**src/design/prwg_map.vh**
```
// Address map and field constants for the protected register write gate.
// Assumes 16-bit word addressing on a 22-bit CPU data address.
`ifndef PRWG_MAP_VH
`define PRWG_MAP_VH

`define PRWG_AW 22
// Frame 0 protected windows
`define PRWG_DEVCFG_LO 22'h00_0880
`define PRWG_DEVCFG_HI 22'h00_0881
`define PRWG_BPSTART 22'h00_0884
`define PRWG_BPRANGE 22'h00_0885
`define PRWG_EMU_LO 22'h00_0880
`define PRWG_EMU_HI 22'h00_09FF
`define PRWG_FLASH_LO 22'h00_0A80
`define PRWG_FLASH_HI 22'h00_0A87
`define PRWG_FLREG_HI 22'h00_0ADF
`define PRWG_CSU_LO 22'h00_0AE0
`define PRWG_CSU_HI 22'h00_0AEF
`define PRWG_VEC_LO 22'h00_0D00
`define PRWG_VEC_HI 22'h00_0DFF
`define PRWG_DMA_LO 22'h00_1000
`define PRWG_DMA_HI 22'h00_11FF
`define PRWG_XINTF_LO 22'h00_0B20
`define PRWG_XINTF_HI 22'h00_0B3F
`define PRWG_F0_LO 22'h00_0000
`define PRWG_F0_HI 22'h00_1FFF
// Frame 1
`define PRWG_F1_LO 22'h00_6000
`define PRWG_F1_HI 22'h00_6FFF
`define PRWG_PWM1_LO 22'h00_6800
`define PRWG_PWM1_HI 22'h00_697F
`define PRWG_GPCTL_LO 22'h00_6F80
`define PRWG_GPCTL_HI 22'h00_6FBF
`define PRWG_GPWAKE_LO 22'h00_6FE0
`define PRWG_GPWAKE_HI 22'h00_6FFF
// Frame 2
`define PRWG_F2_LO 22'h00_7000
`define PRWG_F2_HI 22'h00_7FFF
`define PRWG_SYSCTL_LO 22'h00_7010
`define PRWG_SYSCTL_HI 22'h00_702F
`define PRWG_MAPCFG_ADDR 22'h00_702E
// Frame 3
`define PRWG_F3_LO 22'h00_5000
`define PRWG_F3_HI 22'h00_5FFF
`define PRWG_PWM3_LO 22'h00_5800
`define PRWG_PWM3_HI 22'h00_597F
// Map register
`define PRWG_REMAP_BIT 0
`define PRWG_MAPCFG_RST 16'h0000
`define PRWG_ZERO16 16'h0000
`define PRWG_ZERO32 32'h0000_0000

`endif

```
**src/design/prwg_region_decode.v**
```verilog
// Address region decoder for the protected register write gate.
// Assumes a word address that is stable during the access cycle.
`timescale 1ns/1ps
`include "prwg_map.vh"

module prwg_region_decode #(
	parameter AW = `PRWG_AW
)
(
	input wire [AW-1:0] addr,
	input wire pwm_dma_remap_bit,
	output reg in_frame0,
	output reg in_frame1,
	output reg in_frame2,
	output reg in_frame3,
	output reg pwm_hit,
	output reg prot_hit,
	output reg flash_hit
);
	function in_rng;
		input [AW-1:0] a;
		input [AW-1:0] lo;
		input [AW-1:0] hi;
		begin
			in_rng = (a >= lo) && (a <= hi);
		end
	endfunction

	reg pwm_f1;
	reg pwm_f3;

	always @*
	begin
		pwm_f1 = in_rng(addr, `PRWG_PWM1_LO, `PRWG_PWM1_HI);
		pwm_f3 = in_rng(addr, `PRWG_PWM3_LO, `PRWG_PWM3_HI);
		// PWM window follows the remap bit; the idle copy decodes to nothing
		pwm_hit = pwm_dma_remap_bit ? pwm_f3 : pwm_f1;
		in_frame0 = in_rng(addr, `PRWG_F0_LO, `PRWG_F0_HI);
		in_frame1 = in_rng(addr, `PRWG_F1_LO, `PRWG_F1_HI) && !(pwm_f1 && pwm_dma_remap_bit);
		in_frame3 = in_rng(addr, `PRWG_F3_LO, `PRWG_F3_HI) && !(pwm_f3 && !pwm_dma_remap_bit);
		in_frame2 = in_rng(addr, `PRWG_F2_LO, `PRWG_F2_HI);
		flash_hit = in_rng(addr, `PRWG_FLASH_LO, `PRWG_FLREG_HI);
		prot_hit = in_rng(addr, `PRWG_EMU_LO, `PRWG_EMU_HI)
			|| in_rng(addr, `PRWG_FLASH_LO, `PRWG_FLASH_HI)
			|| flash_hit
			|| in_rng(addr, `PRWG_CSU_LO, `PRWG_CSU_HI)
			|| in_rng(addr, `PRWG_VEC_LO, `PRWG_VEC_HI)
			|| in_rng(addr, `PRWG_DMA_LO, `PRWG_DMA_HI)
			|| in_rng(addr, `PRWG_XINTF_LO, `PRWG_XINTF_HI)
			|| in_rng(addr, `PRWG_GPCTL_LO, `PRWG_GPCTL_HI)
			|| in_rng(addr, `PRWG_GPWAKE_LO, `PRWG_GPWAKE_HI)
			|| in_rng(addr, `PRWG_SYSCTL_LO, `PRWG_SYSCTL_HI);
	end
endmodule

```
**src/design/prwg_gate.v**
```verilog
// Write-protection and access-width gate in front of the peripheral frames.
// Assumes one CPU and one debug requester, single-cycle accesses, and
// word addressing; the CPU signals unlock and relock instructions as pulses.
//
// Function
// - Frame 0/1 accept 16 and 32-bit accesses; 32-bit ones use even addresses.
// - Frame 2 takes only 16-bit accesses; 32-bit ones are dropped.
// - Protected CPU writes do nothing until the unlock instruction sets the flag.
// - The relock instruction clears the write-unlock flag again.
// - Flash configuration writes also need the security unit unlocked.
// - GPIO interrupt and wakeup select words 0x6FE0-0x6FFF are protected.
// - Map register bit 0 moves the PWM modules into frame 3.
// - With remap bit clear the PWM modules decode in frame 1.
// - Remapped PWM instances sit at 0x5800-0x597F, 64 words each.
// - The map register itself is write-protected.
// - With flag clear, protected CPU writes are discarded silently.
// - CPU reads and debug reads and writes are never blocked by write protection; bad-width ones are still dropped.
// - Debug-port accesses bypass the write-unlock flag.
// - Reset clears the write-unlock flag.
// - With flag set, protected CPU writes pass, except flash ones while the security unit is locked.
// - Device configuration pair and block-protect registers are protected.
// - Flash and OTP configuration words 0x0A80-0x0A87 are protected.
`timescale 1ns/1ps
`include "prwg_map.vh"

module prwg_gate #(
	parameter AW = `PRWG_AW
)
(
	input wire sys_clk,
	input wire rst,
	input wire unlock_instr,
	input wire relock_instr,
	input wire code_security_locked,
	input wire cpu_req,
	input wire cpu_we,
	input wire cpu_wide,
	input wire [AW-1:0] cpu_addr,
	input wire [31:0] cpu_wdata,
	input wire dbg_req,
	input wire dbg_we,
	input wire dbg_wide,
	input wire [AW-1:0] dbg_addr,
	input wire [31:0] dbg_wdata,
	input wire [31:0] periph_rdata,
	output wire dbg_grant,
	output wire cpu_grant,
	output wire periph_req,
	output wire periph_we,
	output wire periph_wide,
	output wire [AW-1:0] periph_addr,
	output wire [31:0] periph_wdata,
	output wire periph_sel_f0,
	output wire periph_sel_f1,
	output wire periph_sel_f2,
	output wire periph_sel_f3,
	output wire periph_sel_pwm,
	output reg [31:0] rdata,
	output reg rvalid,
	output wire write_unlock_flag,
	output wire pwm_dma_remap_bit,
	output wire [15:0] bus_frame_map_config
);
	// ==========================================
	// State
	// ==========================================
	reg unlock_reg;
	reg unlock_next;
	reg [15:0] map_reg;
	reg [15:0] map_next;
	reg [31:0] rdata_next;
	reg rvalid_next;

	// ==========================================
	// Requester selection
	// ==========================================
	// Debug wins the cycle so halted-core inspection never waits on the CPU
	wire use_dbg = dbg_req;
	wire [AW-1:0] a = use_dbg ? dbg_addr : cpu_addr;
	wire we = use_dbg ? dbg_we : cpu_we;
	wire wide = use_dbg ? dbg_wide : cpu_wide;
	wire [31:0] wd = use_dbg ? dbg_wdata : cpu_wdata;
	wire req = dbg_req | cpu_req;

	assign dbg_grant = dbg_req;
	assign cpu_grant = cpu_req & ~dbg_req;

	wire f0;
	wire f1;
	wire f2;
	wire f3;
	wire pwm;
	wire prot;
	wire flash;

	prwg_region_decode #(
		.AW(AW)
	)
	u_dec
	(
		.addr(a),
		.pwm_dma_remap_bit(map_reg[`PRWG_REMAP_BIT]),
		.in_frame0(f0),
		.in_frame1(f1),
		.in_frame2(f2),
		.in_frame3(f3),
		.pwm_hit(pwm),
		.prot_hit(prot),
		.flash_hit(flash)
	);

	// ==========================================
	// Access checks
	// ==========================================
	// Wide access must be word-pair aligned in frames 0/1 and never reach frame 2
	wire misalign = wide & a[0];
	wire wide_bad = wide & f2;
	wire width_ok = ~misalign & ~wide_bad;

	// Debug side ignores the flag; flash also needs the security unit open
	wire cpu_wr_ok = ~prot | (unlock_reg & ~(flash & code_security_locked));
	wire wr_ok = use_dbg | cpu_wr_ok;
	// Reads always pass the protection check
	wire pass = req & width_ok & (~we | wr_ok);

	wire map_hit = (a == `PRWG_MAPCFG_ADDR);

	assign periph_req = pass & ~map_hit;
	assign periph_we = we;
	assign periph_wide = wide;
	assign periph_addr = a;
	assign periph_wdata = wd;
	assign periph_sel_f0 = f0;
	assign periph_sel_f1 = f1 & ~pwm;
	assign periph_sel_f2 = f2;
	assign periph_sel_f3 = f3 & ~pwm;
	assign periph_sel_pwm = pwm;

	assign write_unlock_flag = unlock_reg;
	assign pwm_dma_remap_bit = map_reg[`PRWG_REMAP_BIT];
	assign bus_frame_map_config = map_reg;

	// ==========================================
	// Next-state logic
	// ==========================================
	always @*
	begin
		unlock_next = unlock_reg;
		if (unlock_instr)
		begin
			unlock_next = 1'b1;
		end
		else if (relock_instr)
		begin
			unlock_next = 1'b0;
		end

		map_next = map_reg;
		if (pass & we & map_hit)
		begin
			map_next = wd[15:0];
		end

		// Blocked writes still complete silently with no error flag
		rvalid_next = req & ~we;
		rdata_next = `PRWG_ZERO32;
		if (req & ~we & width_ok)
		begin
			rdata_next = map_hit ? {`PRWG_ZERO16, map_reg} : periph_rdata;
		end
	end

	// ==========================================
	// Registers
	// ==========================================
	always @(posedge sys_clk)
	begin
		if (rst)
		begin
			unlock_reg <= 1'b0;
			map_reg <= `PRWG_MAPCFG_RST;
			rdata <= `PRWG_ZERO32;
			rvalid <= 1'b0;
		end
		else
		begin
			unlock_reg <= unlock_next;
			map_reg <= map_next;
			rdata <= rdata_next;
			rvalid <= rvalid_next;
		end
	end
endmodule

```
**config.mk**
```make
export PLATFORM = sky130hd
export DESIGN_NAME = prwg_gate
export DESIGN_NICKNAME = d
export VERILOG_FILES = /design/src/design/prwg_region_decode.v /design/src/design/prwg_gate.v
export VERILOG_INCLUDE_DIRS = /design/src /design/src/design
export SDC_FILE = /design/constraint.sdc
export NUM_CORES = 1
export LEC_CHECK = 0
export ABC_AREA = 1
export ABC_CLOCK_PERIOD_IN_PS = 3250
export BUFFER_PORTS_ARGS = -buffer_cell sky130_fd_sc_hd__buf_2
export CORE_AREA = 2 2 103 105
export CTS_CLUSTER_DIAMETER = 200
export CTS_CLUSTER_SIZE = 14
export DETAILED_ROUTE_END_ITERATION = 10
export DIE_AREA = 0 0 105 107
export MAX_ROUTING_LAYER = met4
export PLACE_DENSITY = 0.81
export SETUP_SLACK_MARGIN = 0.15
export SLEW_MARGIN = 5
export SYNTH_ARGS = -nofsm -noshare
export SYNTH_HDL_FRONTEND = slang
export SYNTH_SLANG_ARGS = --single-unit
```
**constraint.sdc**
```tcl
create_clock -name sys_clk -period 3.25 [get_ports sys_clk]
set_clock_uncertainty 0.2 [all_clocks]
set_input_delay 0.65 -clock sys_clk [delete_from_list [all_inputs] [get_ports sys_clk]]
set_output_delay 0.65 -clock sys_clk [all_outputs]
set_load 0.1 [all_outputs]
```
==> results.json <==
{
  "status": "finished with violations",
  "violations": "setup timing",
  "ys_seq_elements": 50,
  "holdCritPathClass": "reg -> reg",
  "syn_inst": 620,
  "p_seq_share_pct": 27.1,
  "syn_avg_cell_area_um2": 5.80,
  "fin_crit_ns": 3.36,
  "fin_area_mm2": 0.00667,
  "p_comb_share_pct": 53.8,
  "synth_warnings": 0,
  "p_leak_nw": 3.69,
  "dieArea_mm2": 0.0112,
  "post-route-period-util_pct": 103,
  "cts-buffers-inserted": 5,
  "dp.cells": 1069,
  "multi_input_area_mm2": 0.00256,
  "grtUsageTotal_pct": 26.1,
  "fin_nets": 1108,
  "fin_util_pct": 66.1,
  "die_w_um": 105,
  "synth_cell_types": 32,
  "insertion_delay_ns": 0.30,
  "wl_um": 15700,
  "peakVddDrop_v": 0.000239,
  "drive_above_1_share_pct": 51.9,
  "cp-start-kind": "input pin",
  "grt_pass1_vias": 5011,
  "cts.sinks": 50,
  "netSwitchingPower_mw": 1.13,
  "max_cap_violations": 0,
  "path_clk_slew_ns": 0.10,
  "preCtsSetupSlack_ns": -0.236,
  "clockPowerShare_pct": 19.1,
  "drtIter0Drc": 324,
  "antenna_found_initial": 0,
  "cp_max_fo": 7,
  "slew_viol_final": 0,
  "timing.hold.ws_ns": 0.285,
  "cts_hold_buf": 0,
  "setup_tns_ns": -0.277,
  "setup_slack_ns": -0.111,
  "clock-root-buffer": "clkbuf_8",
  "fin_total_pwr_mw": 2.35,
  "crit_chain": "buf_16 -> buf_12 -> nand2_4 -> nand2_4 -> inv_1 -> nand3_1 -> buf_4 -> nor2_1 -> nand4_1 -> nand2_1 -> nand2_1 -> nand2_1 -> nor2_1 -> nand2_1 -> nand2_4 -> nand2_4 -> nor2_4 -> buf_12",
  "place_area_mm2": 0.00609,
  "synth-seq-area-share_pct": 27.8,
  "vias": 5282,
  "cp_slowest_cell": "nor2_1",
  "drc": 0,
  "p_int_mw": 1.22,
  "drt_pass1_iterations": 7,
  "postSynthNetCount": 771,
  "r2r-start": "write_unlock_flag",
  "worst_pin_slew_ns": 0.518,
  "seq_area_mm2": 0.00100,
  "grt_max_degree": 22,
  "synth_area_leaders": "dfxtp_1 28%, nand2_1 24%, inv_1 9.1%",
  "netlist_area_mm2": 0.00359,
  "layout.cells.non_filler": 1094,
  "initial_core_util_pct": 35.6,
  "htree_levels": 2,
  "area_delta_synth_final_pct": 85.5,
  "power_per_cell_area_mw_per_mm2": 352,
  "overflow": 0,
  "finalSetupViolCount": 4,
  "port_buffers": 265,
  "path_buf_inv": 5,
  "startpoint": "dbg_req",
  "critPathTopFamily": "simple AND/OR/NAND/NOR gates",
  "critPathArrivalTime_ns": 2.51,
  "die_y_um": 107,
  "cts_tree": "built",
  "hpwl_um": 11600,
  "clk_path_buf_depth": 2,
  "hold_viol": 0,
  "wire_per_inst_um": 14.3,
  "gp_congestion": 0.970,
  "switching_share_pct": 48.0,
  "pin_count": 266,
  "maxSlewHeadroom_pct": 65.7,
  "rrSetupSlack_ns": 1.74,
  "yosys.area.top_type_share_pct": 27.8,
  "path_class": "in -> out",
  "cpPeakStageDelay_ns": 0.23,
  "detail-route-antenna-nets": 0,
  "n_fill_cell": 849,
  "vias_per_cell": 4.83,
  "cp.required_ns": 2.40,
  "rsz0062_at_grt": "yes",
  "netlist.top_cell.by_area": "dfxtp_1",
  "hp-start": "bus_frame_map_config[5]",
  "grt_pass1_wl_um": 23300,
  "fp.coreArea_mm2": 0.0101,
  "fmax_mhz": 298,
  "worst_setup_path_end_kind": "output pin",
  "row_count": 37,
  "num_antenna_cells": 0
}
## metal layers
layer | vias to the layer above | part of all wire, % | GRT usage, %
met2 | 287 | 51 | 47.7
met3 | 67 | 8.3 | 4.68
met1 | 2350 | 37 | 28.0
met5 | - | 0 | -
li1 | 2578 | - | -
met4 | 0 | 4.2 | 10.2
## registers in the layout (all words and copies together), names as in the netlist
name	flops
rdata	32
bus_frame_map_config	16
rvalid	1
write_unlock_flag	1
## tightest hold or removal path, delay by kind of cell, from the launching register on
kind / cells / cell delay, ns
flip-flops: 1 / 0.33
AO/OA/AOI/OAI: 1 / 0.05
AND/OR/NAND/NOR: 1 / 0.07
## repair_timing
action | CTS | global route
setup buffers | 7 | 6
gates resized for setup | 46 | 30
endpoints found under the setup margin | 4 | 4
cloned | 3 | 1
pin swaps | 15 | 18
## Yosys cell counts, drive strengths merged
cell type,n
nand3,18
inv,96
a211oi,2
buf,16
o21ai,26
clkbuf,8
nor2,73
o21a,1
or4,1
a21oi,25
nand2,249
dfxtp,50
clkinv,1
nor3,7
or2,16
nor4,2
a31oi,1
nand4,28
## cells by family (layout without fill, tap and decap cells)
group / Yosys count / count (layout) / share of synthesized area [%]
DFF: 50 / 50 / 27.8
AOI/OAI and AO/OA: 55 / 55 / 8.42
buffers and inverters: 121 / 459 / 14.2
and+or+nand+nor: 394 / 394 / 49.5
## power groups by stage
stage                     Sequential, mW  Clock, mW  Combinational [mW]
after floorplan                    0.789          0               0.689
after global placement             0.650          0                1.17
after detailed placement           0.651          0                1.18
after CTS                          0.636      0.455                1.22
after global routing               0.638      0.488                1.31
final                              0.636      0.448                1.26
## cell type report
| cell class | count | share of cell area (%) |
|---|---|---|
| Timing Repair inverter | 1 | 0.131 |
| Clock buffer | 5 | 1.03 |
| Inverter | 97 | 5.74 |
| Timing Repair Buffer | 353 | 36.4 |
| Tap cell | 136 | 2.55 |
| Multi-Input combinational cell | 449 | 38.4 |
| Sequential cell | 50 | 15.0 |
| Clock inverter | 3 | 0.713 |
## cell usage in the layout, fill, tap and decap left out, drive strengths merged
master    n
bufinv    1
nor2     73
nor3      7
a21oi    25
nor4      2
o21a      1
clkinv    2
o21ai    26
a211oi    2
nand4    28
dfxtp    50
nand3    18
or2      16
buf     352
a31oi     1
or4       1
clkbuf    6
inv      98
nand2   249
## path summary, 6_finish.rpt
path / endpoint / cells after the start
worst max register to register: bus_frame_map_config[3] / 7
worst min-delay path: rdata[5] / 2
worst max-delay path: periph_req / 18
worst min register to register: rdata[5] / 2
(Power assumes the default switching activity.)
